[src/core/i2c_flags_pkg.sv]
// Constants, field layout and state codes of the two-wire slave flag block
package i2c_flags_pkg;
    localparam int CLK_NS           = 50;
    localparam int TIMEOUT_NS       = 50000;
    localparam int TIMEOUT_CYCLES   = TIMEOUT_NS / CLK_NS;
    localparam logic [9:0] TIMEOUT_CNT = 10'(TIMEOUT_CYCLES);

    localparam logic [7:0] OFF_CTRL   = 8'h00;
    localparam logic [7:0] OFF_STATUS = 8'h04;
    localparam logic [7:0] OFF_MASK   = 8'h08;
    localparam logic [7:0] OFF_CMD    = 8'h0c;
    localparam logic [7:0] OFF_ADDR   = 8'h10;
    localparam logic [7:0] OFF_DATA   = 8'h14;
    localparam logic [7:0] OFF_LINE   = 8'h18;

    localparam int CTRL_EN     = 0;
    localparam int CTRL_STOPIE = 1;
    localparam int CTRL_TOEN   = 2;
    localparam int ST_DATA     = 0;
    localparam int ST_ADDR     = 1;
    localparam int ST_HOLD     = 2;
    localparam int ST_COLL     = 3;
    localparam int ST_DIR      = 4;
    localparam int CMD_ACKACT  = 2;

    localparam logic [1:0] CMD_COMPLETE = 2'h2;
    localparam logic [1:0] CMD_RESPONSE = 2'h3;
    localparam logic [1:0] LINE_UNKNOWN = 2'h0;
    localparam logic [1:0] LINE_IDLE    = 2'h1;
    localparam logic [1:0] LINE_BUSY    = 2'h3;

    localparam logic [2:0] CTRL_RST = 3'h0;
    localparam logic [4:0] MASK_RST = 5'h00;
    localparam logic [6:0] ADDR_RST = 7'h00;
    localparam logic [3:0] NBITS    = 4'h8;
    localparam logic [4:0] FLAG_BITS = 5'h0b;

    typedef enum logic [2:0] {
        S_IDLE      = 3'b000,
        S_ADDR      = 3'b001,
        S_ADDR_ACK  = 3'b010,
        S_HOLD_ADDR = 3'b011,
        S_RX_DATA   = 3'b100,
        S_RX_ACK    = 3'b101,
        S_TX_DATA   = 3'b110,
        S_TX_ACK    = 3'b111
    } state_t;
endpackage

[src/core/line_if.sv]
// Synchronised line levels and bus events passed from the watcher to the core
`timescale 1ns/100ps
interface line_if;
    logic scl;
    logic sda;
    logic scl_rise;
    logic scl_fall;
    logic start;
    logic stop;
    logic timeout;
    logic timeout_en;
    logic busy;
    modport watcher (output scl, sda, scl_rise, scl_fall, start, stop, timeout,
                     input timeout_en, busy);
    modport core (input scl, sda, scl_rise, scl_fall, start, stop, timeout,
                  output timeout_en, busy);
endinterface

[src/core/line_watch.sv]
// Pin synchronisers, START/STOP detection and bus timeout counter
`timescale 1ns/100ps
module line_watch (
    input  wire logic pclk,    // Peripheral clock
    input  wire logic presetn, // Asynchronous reset, active low
    input  wire logic scl_in,  // Clock line level from pin
    input  wire logic sda_in,  // Data line level from pin
    line_if.watcher   lw       // Events towards the core
);
    localparam logic [9:0] TIMEOUT_LAST = i2c_flags_pkg::TIMEOUT_CNT - 10'h001;

    logic       scl_m, sda_m, scl_d, sda_d;
    logic [9:0] count;

    always_ff @(posedge pclk or negedge presetn)
    begin
        if (!presetn)
        begin
            scl_m <= 1'b1;
            sda_m <= 1'b1;
            lw.scl <= 1'b1;
            lw.sda <= 1'b1;
            scl_d <= 1'b1;
            sda_d <= 1'b1;
        end
        else
        begin
            scl_m <= scl_in;
            sda_m <= sda_in;
            lw.scl <= scl_m;
            lw.sda <= sda_m;
            scl_d <= lw.scl;
            sda_d <= lw.sda;
        end
    end

    assign lw.scl_rise = lw.scl & ~scl_d;
    assign lw.scl_fall = ~lw.scl & scl_d;
    assign lw.start    = lw.scl & scl_d & sda_d & ~lw.sda;
    assign lw.stop     = lw.scl & scl_d & ~sda_d & lw.sda;
    assign lw.timeout  = lw.timeout_en && lw.busy && count == TIMEOUT_LAST;

    // Counts clock-high time of a busy bus; any line edge restarts it
    always_ff @(posedge pclk or negedge presetn)
    begin
        if (!presetn)
            count <= 10'h000;
        else if (!lw.timeout_en || !lw.busy || !lw.scl || lw.sda != sda_d || lw.timeout)
            count <= 10'h000;
        else
            count <= count + 10'h001;
    end
endmodule // line_watch

[src/core/i2c_slave_flag_handling.sv]
// Two-wire slave with address/stop and data flags, clock hold and APB registers
//
// Behaviour
// RL1: START or repeated START clears collision flag
// RL2: Software clears collision after each address interrupt
// RL3: Response command 0b11 clears data flag, next cycle
// RL4: Software waits one cycle before sampling data flag
// RL5: START wins over coincident bus timeout
// RL6: Address flag set holds SCL; clearing releases it
// RL7: Coincident set beats clear; bus never locked
// RL8: Software clears address flag when idle or SCL low
// RL9: Software checks clock hold before clearing flag
// RL10: Flags clear by writing one; zero ignored
// RL11: Line condition field reports idle encoding
//
// Our own choices: register access over APB and the register addresses.
`timescale 1ns/100ps
module i2c_slave_flag_handling (
    input  wire logic        pclk,    // Peripheral clock, 20 MHz
    input  wire logic        presetn, // Asynchronous reset, active low
    input  wire logic        psel,    // APB select
    input  wire logic        penable, // APB access phase
    input  wire logic        pwrite,  // APB write
    input  wire logic [7:0]  paddr,   // APB byte address
    input  wire logic [31:0] pwdata,  // APB write data
    output logic      [31:0] prdata,  // APB read data
    output logic             pready,  // APB ready
    output logic             pslverr, // APB error on unmapped address
    input  wire logic        scl_in,  // Clock line input
    output logic             scl_out, // Clock line output level
    output logic             scl_oe,  // Clock line driven low
    input  wire logic        sda_in,  // Data line input
    output logic             sda_out, // Data line output level
    output logic             sda_oe,  // Data line driven low
    output logic             irq      // Level interrupt
);
    line_if lw ();

    line_watch u_watch (
        .pclk    (pclk),
        .presetn (presetn),
        .scl_in  (scl_in),
        .sda_in  (sda_in),
        .lw      (lw.watcher)
    );

    i2c_flags_pkg::state_t state;
    logic [2:0] ctrl;
    logic [4:0] mask;
    logic [6:0] own_addr;
    logic [7:0] tx_data;
    logic [7:0] rx_data;
    logic [7:0] shift;
    logic [3:0] bitcnt;
    logic [1:0] line_condition;
    logic       data_flag;
    logic       address_stop_flag;
    logic       slave_clock_hold;
    logic       collision;
    logic       dir;
    logic       addressed;
    logic       nack_seen;
    logic       sda_drive;
    logic       dclr_pending;
    logic       hold_data;
    logic [4:0] status;

    function automatic logic at(input logic [7:0] a, input logic [7:0] off);
        return a == off;
    endfunction

    logic acc_wr, wr_status, cmd_resp, cmd_done, mapped;
    logic set_af, set_df, clr_af, clr_df, rel_addr, rel_data;

    assign acc_wr    = psel && penable && pwrite;
    assign wr_status = acc_wr && at(paddr, i2c_flags_pkg::OFF_STATUS);
    assign cmd_resp  = acc_wr && at(paddr, i2c_flags_pkg::OFF_CMD)
                       && pwdata[1:0] == i2c_flags_pkg::CMD_RESPONSE;
    assign cmd_done  = acc_wr && at(paddr, i2c_flags_pkg::OFF_CMD)
                       && pwdata[1:0] == i2c_flags_pkg::CMD_COMPLETE;
    assign mapped    = paddr[7:5] == 3'h0 && paddr[1:0] == 2'h0 && paddr[4:2] != 3'h7;
    assign pready    = 1'b1;
    assign pslverr   = psel && penable && !mapped;

    assign set_af = (state == i2c_flags_pkg::S_ADDR_ACK && lw.scl_fall)
                    || (lw.stop && addressed && ctrl[i2c_flags_pkg::CTRL_STOPIE]);
    assign set_df = (state == i2c_flags_pkg::S_RX_DATA && lw.scl_fall
                     && bitcnt == i2c_flags_pkg::NBITS)
                    || (state == i2c_flags_pkg::S_TX_ACK && lw.scl_fall && !nack_seen);
    assign clr_af = wr_status && pwdata[i2c_flags_pkg::ST_ADDR];                   // [RL10]
    assign clr_df = (wr_status && pwdata[i2c_flags_pkg::ST_DATA]) || dclr_pending;  // [RL10]
    // A clear landing in the set cycle is ignored here, so the hold stays with its flag
    assign rel_addr = state == i2c_flags_pkg::S_HOLD_ADDR && (clr_af || cmd_resp); // [RL6] [RL7]
    assign rel_data = hold_data && cmd_resp;

    assign lw.timeout_en = ctrl[i2c_flags_pkg::CTRL_TOEN];
    assign lw.busy       = line_condition == i2c_flags_pkg::LINE_BUSY;

    always_ff @(posedge pclk or negedge presetn)
    begin
        if (!presetn)
        begin
            ctrl     <= i2c_flags_pkg::CTRL_RST;
            mask     <= i2c_flags_pkg::MASK_RST;
            own_addr <= i2c_flags_pkg::ADDR_RST;
            tx_data  <= 8'h00;
        end
        else if (acc_wr)
        begin
            if (at(paddr, i2c_flags_pkg::OFF_CTRL))
                ctrl <= pwdata[2:0];
            if (at(paddr, i2c_flags_pkg::OFF_MASK))
                mask <= pwdata[4:0];
            if (at(paddr, i2c_flags_pkg::OFF_ADDR))
                own_addr <= pwdata[6:0];
            if (at(paddr, i2c_flags_pkg::OFF_DATA))
                tx_data <= pwdata[7:0];
        end
    end

    // Read data is captured in the setup cycle and shown in the access cycle
    always_ff @(posedge pclk or negedge presetn)
    begin
        if (!presetn)
            prdata <= 32'h0000_0000;
        else if (psel && !penable)
        begin
            unique case (paddr)
                i2c_flags_pkg::OFF_CTRL:   prdata <= {29'h0000_0000, ctrl};
                i2c_flags_pkg::OFF_STATUS: prdata <= {27'h0000_0000, status};
                i2c_flags_pkg::OFF_MASK:   prdata <= {27'h0000_0000, mask};
                i2c_flags_pkg::OFF_ADDR:   prdata <= {25'h0000_0000, own_addr};
                i2c_flags_pkg::OFF_DATA:   prdata <= {24'h0000_0000, rx_data};
                i2c_flags_pkg::OFF_LINE:   prdata <= {30'h0000_0000, line_condition}; // [RL11]
                default:                   prdata <= 32'h0000_0000;
            endcase
        end
    end

    assign status = {dir, collision, slave_clock_hold, address_stop_flag, data_flag};
    assign irq    = |(status & mask & i2c_flags_pkg::FLAG_BITS);

    always_ff @(posedge pclk or negedge presetn)
    begin
        if (!presetn)
            address_stop_flag <= 1'b0;
        else if (set_af)                                    // [RL7]
            address_stop_flag <= 1'b1;
        else if (clr_af)                                    // [RL10]
            address_stop_flag <= 1'b0;
    end

    // The response command clears the data flag one cycle late
    always_ff @(posedge pclk or negedge presetn)
    begin
        if (!presetn)
        begin
            dclr_pending <= 1'b0;
            data_flag    <= 1'b0;
        end
        else
        begin
            dclr_pending <= cmd_resp;                       // [RL3]
            if (set_df)
                data_flag <= 1'b1;
            else if (clr_df)                                // [RL3]
                data_flag <= 1'b0;
        end
    end

    always_ff @(posedge pclk or negedge presetn)
    begin
        if (!presetn)
            collision <= 1'b0;
        else if (state == i2c_flags_pkg::S_TX_DATA && lw.scl_rise && !sda_drive && !lw.sda)
            collision <= 1'b1;
        else if (lw.start)                                  // [RL1]
            collision <= 1'b0;
        else if (wr_status && pwdata[i2c_flags_pkg::ST_COLL])
            collision <= 1'b0;
    end

    always_ff @(posedge pclk or negedge presetn)
    begin
        if (!presetn)
        begin
            slave_clock_hold <= 1'b0;
            hold_data        <= 1'b0;
        end
        else if (set_af && !lw.stop)                        // [RL6] [RL7]
            slave_clock_hold <= 1'b1;
        else if (set_df)
        begin
            slave_clock_hold <= 1'b1;
            hold_data        <= 1'b1;
        end
        else if (rel_addr || rel_data || cmd_done)          // [RL6]
        begin
            slave_clock_hold <= 1'b0;
            hold_data        <= 1'b0;
        end
    end

    assign scl_out = 1'b0;
    assign scl_oe  = slave_clock_hold;                      // [RL6]
    assign sda_out = 1'b0;
    assign sda_oe  = sda_drive;

    always_ff @(posedge pclk or negedge presetn)
    begin
        if (!presetn)
            line_condition <= i2c_flags_pkg::LINE_UNKNOWN;
        else if (lw.start)                                  // [RL5]
            line_condition <= i2c_flags_pkg::LINE_BUSY;
        else if (lw.stop || lw.timeout)
            line_condition <= i2c_flags_pkg::LINE_IDLE;     // [RL11]
    end

    // Byte engine: START first, so a coincident timeout cannot drop the frame
    always_ff @(posedge pclk or negedge presetn)
    begin
        if (!presetn)
        begin
            state     <= i2c_flags_pkg::S_IDLE;
            bitcnt    <= 4'h0;
            shift     <= 8'h00;
            rx_data   <= 8'h00;
            sda_drive <= 1'b0;
            dir       <= 1'b0;
            addressed <= 1'b0;
            nack_seen <= 1'b0;
        end
        else if (!ctrl[i2c_flags_pkg::CTRL_EN])
        begin
            state     <= i2c_flags_pkg::S_IDLE;
            sda_drive <= 1'b0;
            addressed <= 1'b0;
        end
        else if (lw.start)                                  // [RL5]
        begin
            state     <= i2c_flags_pkg::S_ADDR;
            bitcnt    <= 4'h0;
            sda_drive <= 1'b0;
            addressed <= 1'b0;
        end
        else if (lw.stop || lw.timeout || cmd_done)
        begin
            state     <= i2c_flags_pkg::S_IDLE;
            sda_drive <= 1'b0;
            addressed <= 1'b0;
        end
        else
        begin
            unique case (state)
                i2c_flags_pkg::S_IDLE: ;
                i2c_flags_pkg::S_ADDR, i2c_flags_pkg::S_RX_DATA:
                begin
                    if (lw.scl_rise)
                    begin
                        shift  <= {shift[6:0], lw.sda};
                        bitcnt <= bitcnt + 4'h1;
                    end
                    else if (lw.scl_fall && bitcnt == i2c_flags_pkg::NBITS)
                    begin
                        bitcnt <= 4'h0;
                        if (state == i2c_flags_pkg::S_RX_DATA)
                        begin
                            rx_data <= shift;
                            state   <= i2c_flags_pkg::S_RX_ACK;
                        end
                        else if (shift[7:1] == own_addr)
                        begin
                            sda_drive <= 1'b1;
                            dir       <= shift[0];
                            addressed <= 1'b1;
                            state     <= i2c_flags_pkg::S_ADDR_ACK;
                        end
                        else
                            state <= i2c_flags_pkg::S_IDLE;
                    end
                end
                i2c_flags_pkg::S_ADDR_ACK:
                begin
                    if (lw.scl_fall)
                    begin
                        sda_drive <= 1'b0;
                        state     <= i2c_flags_pkg::S_HOLD_ADDR;
                    end
                end
                i2c_flags_pkg::S_HOLD_ADDR:
                begin
                    if (rel_addr)
                    begin
                        shift     <= tx_data;
                        sda_drive <= dir && !tx_data[7];
                        state     <= dir ? i2c_flags_pkg::S_TX_DATA : i2c_flags_pkg::S_RX_DATA;
                    end
                end
                i2c_flags_pkg::S_RX_ACK:
                begin
                    // Waits for the response command, then drives the chosen ACK bit
                    if (rel_data)
                        sda_drive <= !pwdata[i2c_flags_pkg::CMD_ACKACT];
                    else if (lw.scl_fall && !hold_data)
                    begin
                        sda_drive <= 1'b0;
                        state     <= i2c_flags_pkg::S_RX_DATA;
                    end
                end
                i2c_flags_pkg::S_TX_DATA:
                begin
                    if (lw.scl_rise)
                        bitcnt <= bitcnt + 4'h1;
                    else if (lw.scl_fall && bitcnt == i2c_flags_pkg::NBITS)
                    begin
                        bitcnt    <= 4'h0;
                        sda_drive <= 1'b0;
                        state     <= i2c_flags_pkg::S_TX_ACK;
                    end
                    else if (lw.scl_fall)
                    begin
                        shift     <= {shift[6:0], 1'b0};
                        sda_drive <= !shift[6];
                    end
                end
                i2c_flags_pkg::S_TX_ACK:
                begin
                    if (lw.scl_rise)
                        nack_seen <= lw.sda;
                    else if (lw.scl_fall && nack_seen)
                        state <= i2c_flags_pkg::S_IDLE;
                    else if (rel_data)
                    begin
                        shift     <= tx_data;
                        sda_drive <= !tx_data[7];
                        state     <= i2c_flags_pkg::S_TX_DATA;
                    end
                end
            endcase
        end
    end
endmodule // i2c_slave_flag_handling

[config.mk]
export PLATFORM = sky130hd
export DESIGN_NAME = i2c_slave_flag_handling
export DESIGN_NICKNAME = d
export VERILOG_FILES = /design/src/core/i2c_flags_pkg.sv /design/src/core/line_if.sv /design/src/core/line_watch.sv /design/src/core/i2c_slave_flag_handling.sv
export SDC_FILE = /design/constraint.sdc
export NUM_CORES = 1
export LEC_CHECK = 0
export ABC_AREA = 1
export BUFFER_PORTS_ARGS = -buffer_cell sky130_fd_sc_hd__buf_2
export CAP_MARGIN = 20
export CELL_PAD_IN_SITES_DETAIL_PLACEMENT = 1
export CELL_PAD_IN_SITES_GLOBAL_PLACEMENT = 1
export CORE_MARGIN = 5
export CORE_UTILIZATION = 37
export DETAILED_ROUTE_END_ITERATION = 16
export GPL_TIMING_DRIVEN = 1
export HOLD_SLACK_MARGIN = 0.03
export PLACE_DENSITY_LB_ADDON = 0.1
export SYNTH_ARGS = -nofsm -noshare
export SYNTH_HDL_FRONTEND = slang
export SYNTH_SLANG_ARGS = --single-unit
[constraint.sdc]
create_clock -name pclk -period 1.8 [get_ports pclk]
set_input_delay 0.09 -clock pclk [delete_from_list [all_inputs] [get_ports pclk]]
set_output_delay 0.09 -clock pclk [all_outputs]
set_load 0.01 [all_outputs]
==> results of run 1 <==
==> metrics by stage <==
step,TNS (ns),setup WS (ns)
floorplan,0,0.108
global placement,0,0.0100
detailed placement,-0.759,-0.102
CTS,-0.171,-0.0527
global route,-1.64,-0.165
finish,-0.375,-0.0430
==> per-layer routing <==
layer / vias up / global-route usage (%) / wire [µm]
li1: 2062 / - / -
met4: 0 / 5.46 / 161
met5: - / 0 / 0
met2: 78 / 30.5 / 6370
met1: 2044 / 26.3 / 6470
met3: 14 / 3.95 / 601
==> cell usage after synthesis, types with 2 or more instances <==
cell type / n
dfrtp_1: 76
o21ai_1: 4
nand2_2: 5
buf_4: 28
nor2_2: 3
a221oi_1: 2
nor2_1: 53
clkbuf_1: 2
buf_6: 2
xnor2_1: 3
buf_2: 2
dfstp_2: 6
inv_1: 62
a41oi_1: 2
nor3b_1: 2
nand3_1: 49
nor3_1: 6
o21ai_0: 45
a21oi_1: 17
nand4_1: 4
nand3_4: 2
conb_1: 2
a22o_1: 2
nand2_1: 166
o211ai_1: 3
inv_2: 12
nor2_4: 3
ha_1: 3
xor2_1: 5
o31ai_1: 3
==> where the power goes <==
part | internal [mW] | switching, mW
Combinational | 0.0984 | 0.198
Clock | 1.11 | 0.782
Sequential | 1.88 | 0.0253
Total | 3.08 | 1.00
==> cell type report <==
type / instances / share of cell area, %
clock inverter: 5 / 0.929
multi-input combinational: 430 / 39.1
timing repair buffer: 92 / 11.6
clock buffer: 11 / 4.19
sequential: 82 / 35.6
inverter: 76 / 5.01
tap: 168 / 3.63
==> tightest hold or removal path: stages <==
cell,delay [ns]
buf_2,0.07
inv_1,0.06
o21ai_0,0.15
==> logic make-up after synthesis <==
family | Yosys count | synth area share [%]
and+or+nand+nor | 302 | 29.5
buffers and inverters | 110 | 11.6
AOI/OAI and AO/OA | 89 | 11.6
DFF | 82 | 44.6
xor gates and xnor gates | 8 | 1.52
adders and majority gates | 3 | 0.812
other | 2 | 0.162
muxes | 1 | 0.244
==> repair_timing <==
action	CTS	global route
gates cloned	0	0
setup buffers	7	8
hold buffers	6	0
endpoints found under the hold margin	83	0
endpoints found under the setup margin	24	26
pin swaps	13	18
resized for setup	23	28
==> worst paths after layout <==
path	to	cells after the start	slack (ns)
worst min-delay path	mask[4]	3	0.06
max in group asynchronous	u_watch.sda_d	3	1.10
worst min register to register	u_watch.lw.sda	0	0.36
worst max register to register	shift[3]	12	-0.04
worst max-delay path	shift[3]	12	-0.04
min in group asynchronous	tx_data[5]	3	0.31
==> flip-flops by register name, summed over array words and instances (netlist names), 2 cells and up <==
| name | flops |
|---|---|
| bitcnt | 4 |
| ctrl | 3 |
| line_condition | 2 |
| mask | 5 |
| own_addr | 7 |
| prdata | 8 |
| rx_data | 8 |
| shift | 8 |
| state | 3 |
| tx_data | 8 |
| u_watch.count | 10 |
==> results.md, run 1 <==
- Maxcap violations: 0
- Inserted Diodes: 0
- Post-synth cell types: 53
- Commonest non-fill, non-tap cell in the layout: nand2_1
- Fmax: 0.543 GHz
- Initial antenna violation count: 0
- Hold_ws: 0.0639 ns
- Post-layout util: 47.8%
- Crit path kind: flip-flop to flip-flop
- Critical path's slowest cell: dfrtp_1
- Area occupied by multi-input gates: 0.00226 mm²
- Yosys top cell by area: dfrtp_1
- Grt total ovfl: 0
- Syn. warnings: 0
- Run status: complete, but fails checks
- FFs w/ async S/R, synth: 100%
- Clock Path Buffers: 2
- HPWL after DPL: around 10 mm
- Overall Global Routing Usage: 19.1%
- PnR Total Power: approximately 4.1 mW
- Final wirelength: about 14 mm
- Share of layout cells above drive strength 1: 25.1%
- Avg Vias per Cell: 4.86
- CP Max Fanout: 8
- Clock sinks: 82
- Die area: 0.0148 mm²
- Area after DPL: 0.00517 mm²
- CTS tree: done
- Mean post-synth cell area: ~7.7 µm²
- Synth top area share: ~41%
- Max-slew violations: 0
- Hold wc startpoint: pwdata[4]
- Worst endpoint required time: ~2.1 ns
- Critical-path cell list: ha_2 > nand2_4 > nor2_4 > nand2_1 > nor2_2 > nor2_4 > nand3_4 > buf_12 > a21oi_4 > nand2_4 > nand2_2 > nand2_2
- Iteration-0 DRC Markers: 169
- Largest net degree at the start of global routing: between 80 and 90
- Worst skew pair latency: 0.35 ns
- Final Setup Violations: 12
- Worst Setup Slack, final: -0.0430 ns
- Seq. cell area: a little over 0.002 mm²
- Hold Violations, Final: 0
- Critical path capture point type: flip-flop
- Fin cells: around 860
- VDD IR max: 0.355 mV
- First-pass GRT wire length: 22.0 mm
- Bufs and invs on worst path: 1
- Buffers on Ports: 34
- H-tree Lvls: 3
- # DRC: 0
- Final antenna-violating net count: 0
- Reg clk slew, reported paths: 0.06 ns
- Commonest non-fill, non-tap cells in the layout: 149 x nand2_1, 74 x dfrtp_1, 60 x inv_1
- Leakage: 2.92 nW
- Synth-to-Final Area Change: 25.4%
- PD cells: 706 mW/mm²
- Top cell family by delay on the critical path: simple AND/OR/NAND/NOR gates
- Fin area: ~0.0058 mm²
- Arrival @ worst endpoint: 2.09 ns
- Total core area: 0.0121 mm²
- Die Ht: 122 µm
- Die width: 122 µm
- Post-Synthesis Cells: 597
- Worst Setup SP: u_watch.count[0]
- Detailed Routing Iterations Pass 1: 4
- Main synth FF type: dfrtp_1
- CTS buffer count: 9
- Fin nets: 741
- Sequential fraction of the synthesis area: 44.6%
- Site Rows: 40
- Crit path time final: 1.84 ns
- Root buf cell: clkbuf_16
- RSZ-0062 raised after global routing: true
- Synth Cell Area: 0.00462 mm²
- Failing checks: negative setup slack
- Peak per-stage delay on the critical path: between 0.3 and 0.4 ns
- Top cells by area, synth: dfrtp_1 41%, nand2_1 13%, nand3_1 5.3%
- Startpoint types: flip-flop
- Number of global-route vias before repair: around 4200
- Part of the cycle the worst path needs: 102%
- Post-synth EDFFs: 0
- Starting Density: 38.2%
- Routed via count: approximately 4200
- IO Pins: 86
- Clock Skews: about 0.0086 ns
- RR Startpoint: u_watch.count[0]
- Gpl congestion: 0.847
- # fillers: between 1500 and 2000
- Placed Cells incl. Taps: 830
- WL/cell: 15.7 µm
- Hold Path Class: input pin to flip-flop
- Synthesized flop and latch total: between 80 and 90
Note: power is estimated with default switching activity, not from simulation.
==> inputs of run 2 (changes only) <==
--- a/config.mk
+++ b/config.mk
@@ -12,10 +12,12 @@
 export CELL_PAD_IN_SITES_GLOBAL_PLACEMENT = 1
 export CORE_MARGIN = 5
 export CORE_UTILIZATION = 37
+export CTS_CLUSTER_SIZE = 25
 export DETAILED_ROUTE_END_ITERATION = 16
 export GPL_TIMING_DRIVEN = 1
 export HOLD_SLACK_MARGIN = 0.03
 export PLACE_DENSITY_LB_ADDON = 0.1
+export REMOVE_ABC_BUFFERS = 1
 export SYNTH_ARGS = -nofsm -noshare
 export SYNTH_HDL_FRONTEND = slang
 export SYNTH_SLANG_ARGS = --single-unit
==> run 2 against run 1 <==
The run still ends with negative setup slack left. Clock power up 9.5%. Global-route usage up 1.2 points. First-iteration DRC count down 3.0%. Non-clock buffer count up 11. Total power up 4.6%. Clock-buffer cell count down 2. Critical path type unchanged.
==> results.md, run 2 (synthesis gave the netlist of run 1 again) <==
- Largest net degree at the start of global routing: 48 (-42%)
- Commonest non-fill, non-tap cells in the layout: 150 x nand2_1, 73 x dfrtp_1, 62 x buf_4
- Largest register FFs: 10 (unchanged)
- Maxcap violations: 0 (unchanged)
- Combinational Power Share: 7.1% (about the same)
- CP Max Fanout: 8 (unchanged)
- Routed via count: 4288 (+2.1%)
- Total core area: 0.0121 mm² (unchanged)
- Critical path's slowest cell: dfstp_2
- Critical-path cell list: buf_4 > buf_4 > nor2_4 > o22ai_2 > o2111ai_2 > nor2_4 > nand2_4 > nand2_2 > nand2_1
- Fin area: 0.00590 mm² (+1.8%)
- Worst skew pair latency: 0.35 ns (about the same)
- Fmax: 0.554 GHz (+2.1%)
- Avg Vias per Cell: 4.90 (+0.86%)
- Gpl congestion: 0.850 (+0.39%)
- HPWL after DPL: 10.7 mm (+5.9%)
- Starting Density: 38.2% (unchanged)
- VDD IR max: 0.297 mV (-16%)
- First-pass GRT wire length: 23.4 mm (+6.2%)
- Bufs and invs on worst path: 2 (+1)
- Peak per-stage delay on the critical path: 0.59 ns (+0.20 ns)
- Pint: 3.21 mW (+4.2%)
- Buffers on Ports: 34 (unchanged)
- Startpoint types: flip-flop
- Top cell family by delay on the critical path: flip-flops
- Die area: 0.0148 mm² (unchanged)
- Clock Path Buffers: 2 (unchanged)
- CTS buffer count: 9 (unchanged)
- Hold Path Class: input pin to flip-flop
- Commonest non-fill, non-tap cell in the layout: nand2_1
- Critical path capture point type: flip-flop
- H-tree Lvls: 3 (unchanged)
- Area occupied by multi-input gates: 0.00227 mm² (+0.44%)
- Switching power: 1.06 mW (+5.8%)
- Final Setup Violations: 2 (-10)
- Overall Global Routing Usage: 20.3% (+1.2 points)
- IO Pins: 86 (unchanged)
- Crit path kind: flip-flop to flip-flop
- Failing checks: negative setup slack
- Worst endpoint required time: 2.04 ns (about the same)
- Initial antenna violation count: 0 (unchanged)
- Clock sinks: 82 (unchanged)
- Final wirelength: 14.3 mm (+5.0%)
- RSZ-0062 raised after global routing: true
- Final antenna-violating net count: 0 (unchanged)
- Worst Setup Slack, final: -0.00502 ns (+0.0380 ns)
- Fin nets: 752 (+1.5%)
- Synth-to-Final Area Change: 27.6%
- Number of global-route vias before repair: 4534 (+6.8%)
- Part of the cycle the worst path needs: 100% (-2.1 points)
- WL/cell: 16.3 µm (+3.7%)
- # fillers: 1533 (-1.2%)
- Area after DPL: 0.00524 mm² (+1.3%)
- Site Rows: 40 (unchanged)
- Clock network fraction of total power: 48.4% (+2.2 points)
- Die Ht: 122 µm (unchanged)
- Root buf cell: clkbuf_16
- Reg clk slew, reported paths: 0.07 ns (about the same)
- Sw frac: 24.9% (+0.29 points)
- PnR Total Power: 4.27 mW (+4.6%)
- Share of layout cells above drive strength 1: 27.2% (+2.0 points)
- # DRC: 0 (unchanged)
- Arrival @ worst endpoint: 2.05 ns (-0.04 ns)
- Detailed Routing Iterations Pass 1: 4 (unchanged)
- Iteration-0 DRC Markers: 164 (-3.0%)
- Clock Skews: 0.00683 ns (-0.00172 ns)
- Leakage: 2.98 nW (+2.2%)
- Crit path time final: 1.81 ns (-0.0380 ns)
- Max-slew violations: 0 (unchanged)
- Grt total ovfl: 0 (unchanged)
- Seq. cell area: 0.00206 mm² (about the same)
- Largest Register: u_watch.count
- Run status: complete, but fails checks
- PD cells: 725 mW/mm² (+2.7%)
- Hold Violations, Final: 0 (unchanged)
- Inserted Diodes: 0 (unchanged)
- Register share of total power: 44.5% (-2.0 points)
- CTS tree: done
- Die width: 122 µm (unchanged)
run 2: worst paths after layout:
check	end	depth (start not counted)	slack [ns]	start
worst max-delay path	shift[7]	9	-0.005	u_watch.scl_d
worst min-delay path	own_addr[5]	3	0.04	pwdata[5]
worst max register to register	shift[7]	9	-0.005	u_watch.scl_d
worst min register to register	u_watch.lw.scl	0	0.36	u_watch.scl_m
max in group asynchronous	u_watch.sda_d	3	1.03	presetn
min in group asynchronous	shift[6]	2	0.15	presetn
run 2: through the flow:
step	TNS, ns	std cells	utilization [%]	hold slack, ns	worst slack (ns)
6_report	-0.00909	875	48.7	0.0431	-0.00502
5_1_grt	-1.14	875	48.7	0.0563	-0.120
4_1_cts	0	864	47.1	0.0355	0.00282
3_5_place_dp	-0.723	839	43.3	-0.0323	-0.115
3_3_place_gp	-0.0283	839	43.3	-0.0334	-0.0100
2_1_floorplan	0	588	-	-0.206	0.0200
run 2: worst min-delay path: stages:
cell	delay, ns
buf_2	0.09
inv_1	0.07
o21ai_0	0.09
run 2: layout make-up:
cell class                      count  area share [%]
Tap cell                          168            3.56
Timing Repair Buffer              103            12.4
Clock inverter                      7            1.74
Clock buffer                        9            3.82
Sequential cell                    82            35.0
Inverter                           76            4.92
Multi-Input combinational cell    430            38.6
run 2: layer usage:
metal  part of all wire [%]  global-route usage (%)  wire length, µm  vias up
li1                       -                       -                -     2083
met3                    4.0                    3.34              567       24
met5                      0                       0                0        -
met1                     47                    27.7             6710     2096
met2                     47                    32.4             6700       85
met4                    2.1                    7.49              296        0
run 2: timing repair:
action	CTS	global route
pin swaps	8	10
endpoints found under the setup margin	25	26
resized for setup	17	34
hold buffers	5	0
setup buffers	5	11
endpoints found under the hold margin	80	0
run 2: power by group through the flow:
stage	registers, mW	logic, mW	clock network (mW)
floorplan	1.93	0.121	0
CTS	1.90	0.294	2.10
finish	1.90	0.305	2.07
detailed placement	1.93	0.276	0
global route	1.90	0.343	2.19
global placement	1.93	0.270	0
==> inputs of run 3 (changes only) <==
--- a/config.mk
+++ b/config.mk
@@ -6,14 +6,14 @@
 export NUM_CORES = 1
 export LEC_CHECK = 0
 export ABC_AREA = 1
-export BUFFER_PORTS_ARGS = -buffer_cell sky130_fd_sc_hd__buf_2
 export CAP_MARGIN = 20
 export CELL_PAD_IN_SITES_DETAIL_PLACEMENT = 1
 export CELL_PAD_IN_SITES_GLOBAL_PLACEMENT = 1
 export CORE_MARGIN = 5
-export CORE_UTILIZATION = 37
+export CORE_UTILIZATION = 42
 export CTS_CLUSTER_SIZE = 25
 export DETAILED_ROUTE_END_ITERATION = 16
+export DONT_BUFFER_PORTS = 1
 export GPL_TIMING_DRIVEN = 1
 export HOLD_SLACK_MARGIN = 0.03
 export PLACE_DENSITY_LB_ADDON = 0.1
==> run 3 against run 2 <==
Highest routed layer unchanged. Clock-buffer cell count unchanged. Flip-flop and latch count unchanged. Total power decreased by 17%. Largest power group is now sequential cells. Register-to-register slack got worse by 0.07 ns. Fmax decreased by 3.9%. Critical path depth increased by 3. The flow finishes with violations (negative hold slack, negative setup slack). Cell count decreased by 8.8%. Clock power decreased by 32%. Combinational power decreased by 29%. Wire length decreased by 5.9%. First-iteration DRC count increased by 9.1%. Largest cell class unchanged. Via count decreased by 5.6%.
==> results.md, run 3 (synthesis gave the netlist of run 1 again) <==
- Hold Violations, Final: 82 (+82)
- Arrival @ worst endpoint: 2.14 ns (+0.09 ns)
- Grt total ovfl: 0 (unchanged)
- Gpl congestion: 0.906 (+6.5%)
- Starting Density: 42.8% (+4.7 points)
- Post-layout util: 50.9% (+2.2 points)
- Placed Cells incl. Taps: 756 (-9.9%)
- First-pass GRT wire length: 21.6 mm (-7.8%)
- CTS buffer count: 9 (unchanged)
- CTS tree: done
- Number of global-route vias before repair: 4218 (-7.0%)
- Final wirelength: 13.4 mm (-5.9%)
- Detailed Routing Iterations Pass 1: 4 (unchanged)
- CTS Hold Buffers Added: 9 (+4)
- Leakage: 2.69 nW (-9.9%)
- Startpoint types: flip-flop
- Relative slew slack: 62.3%
- Largest Register: u_watch.count
- Share of layout cells above drive strength 1: 22.0% (-5.1 points)
- # fillers: 1356 (-12%)
- Fin area: 0.00549 mm² (-6.8%)
- Worst skew pair latency: 0.37 ns (+0.02 ns)
- Total core area: 0.0108 mm² (-11%)
- H-tree Lvls: 3 (unchanged)
- HPWL after DPL: 9.67 mm (-9.3%)
- Clock Skews: 0.00899 ns (+0.00216 ns)
- WL/cell: 16.8 µm (+3.2%)
- Largest net degree at the start of global routing: 83 (+73%)
- Root buf cell: clkbuf_8
- Fin nets: 703 (-6.5%)
- Critical path capture point type: flip-flop
- Die Ht: 115 µm (-5.6%)
- Commonest non-fill, non-tap cells in the layout: 146 x nand2_1, 73 x dfrtp_1, 59 x inv_1
- Run status: complete, but fails checks
- Buffers on Ports: 0 (-100%)
- Final Setup Violations: 13 (+11)
- Overall Global Routing Usage: 20.7% (+0.42 points)
- Area after DPL: 0.00486 mm² (-7.2%)
- Avg Vias per Cell: 5.07 (+3.5%)
- Site Rows: 38 (-5.0%)
- Synth-to-Final Area Change: 18.9%
- Crit path time final: 1.88 ns (+0.0733 ns)
- Fmax: 0.532 GHz (-3.9%)
- Fin cells: 798 (-8.8%)
- Commonest non-fill, non-tap cell in the layout: nand2_1
- Die area: 0.0132 mm² (-11%)
- PnR Total Power: 3.53 mW (-17%)
- IO Pins: 86 (unchanged)
- Worst Setup Slack, final: -0.0783 ns (-0.0733 ns)
- Crit path kind: flip-flop to flip-flop
- Maxcap violations: 0 (unchanged)
- # DRC: 0 (unchanged)
- Worst endpoint required time: 2.06 ns (+0.02 ns)
- Hold_ws: -0.594 ns (-0.637 ns)
- PD cells: 643 mW/mm² (-11%)
- Hold Path Class: input pin to async pin
- Inserted Diodes: 0 (unchanged)
- RSZ-0062 raised after global routing: true
- Final antenna-violating net count: 0 (unchanged)
- Max-slew violations: 0 (unchanged)
- Die width: 115 µm (-5.6%)
- Routed via count: 4047 (-5.6%)
- Largest register FFs: 10 (unchanged)
- Clock sinks: 82 (unchanged)
- Part of the cycle the worst path needs: 104% (+4.1 points)
- Failing checks: negative hold slack, negative setup slack
- Clock Path Buffers: 2 (unchanged)
- Initial antenna violation count: 0 (unchanged)
- CP Max Fanout: 8 (unchanged)
- Slew @ Worst Pin: between 0.5 and 0.6 ns
- VDD IR max: 0.307 mV (+3.2%)
- Place WS: -0.0561 ns (+0.0585 ns)
- Iteration-0 DRC Markers: 179 (+9.1%)
- Reg clk slew, reported paths: 0.10 ns (+0.03 ns)
## run 3: cell types whose count changed in the layout (fill, tap and decap cells not counted), moves of 4 or more
| cell | change |
|---|---|
| nand2_1 | -4 |
| clkbuf_16 | -9 |
| dlygate4sd3_1 | +4 |
| clkbuf_8 | +9 |
| buf_4 | -22 |
| buf_2 | -33 |
## run 3: worst paths after layout
kind | start | to | slack, ns | cells after the start
worst max-delay path | u_watch.lw.scl | state[2] | -0.08 | 12
worst min-delay path | presetn | tx_data[4] | -0.59 | 0
worst max register to register | u_watch.lw.scl | state[2] | -0.08 | 12
worst min register to register | u_watch.sda_m | u_watch.lw.sda | 0.36 | 0
max in group asynchronous | presetn | u_watch.scl_d | 2.18 | 0
min in group pclk | pwdata[0] | dclr_pending | 0.04 | 4
## run 3: repair_timing
item,CTS,global route
endpoints found under the hold margin,103,82
pin swaps,11,20
resized for setup,17,45
setup buffers,8,11
endpoints found under the setup margin,20,26
## run 3: metal layers
layer	share of wire [%]	routed length, µm	GRT usage, %
met1	46	6240	28.8
met2	46	6250	32.6
met3	5.2	696	3.89
met4	1.9	252	6.73
met5	0	0	0
## run 3: through the flow
stage	TNS [ns]	hold slack, ns
6_report	-0.466	-0.594
3_5_place_dp	-0.240	-0.204
2_1_floorplan	0	-0.206
5_1_grt	-1.55	-0.628
4_1_cts	-0.317	-0.616
3_3_place_gp	0	-0.203
## run 3: report_power, final
group / switching [mW] / total [mW] / internal, mW
Combinational: 0.142 / 0.216 / 0.0741
Sequential: 0.0324 / 1.91 / 1.87
Clock: 0.759 / 1.41 / 0.653
## run 3: area by class of cell
class                      count  area, µm²  area share [%]
clock inverter                 7       78.8            1.43
sequential                    82       2060            37.6
inverter                      76        293            5.33
tap                          140        175            3.19
timing repair buffer          54        464            8.45
multi-input combinational    430       2300            41.8
clock buffer                   9        124            2.25
## run 3: critical path: stages, from the launching register on
cell and delay (ns):
dfstp_2 0.59, nand2_4 0.08, nor3_4 0.21, buf_6 0.14
nor2_4 0.04, nand3_4 0.13, inv_6 0.07, nand2_4 0.07
nand2_4 0.05, nor2_4 0.18, nand2_4 0.09, nand2_2 0.06
nand2_1 0.04
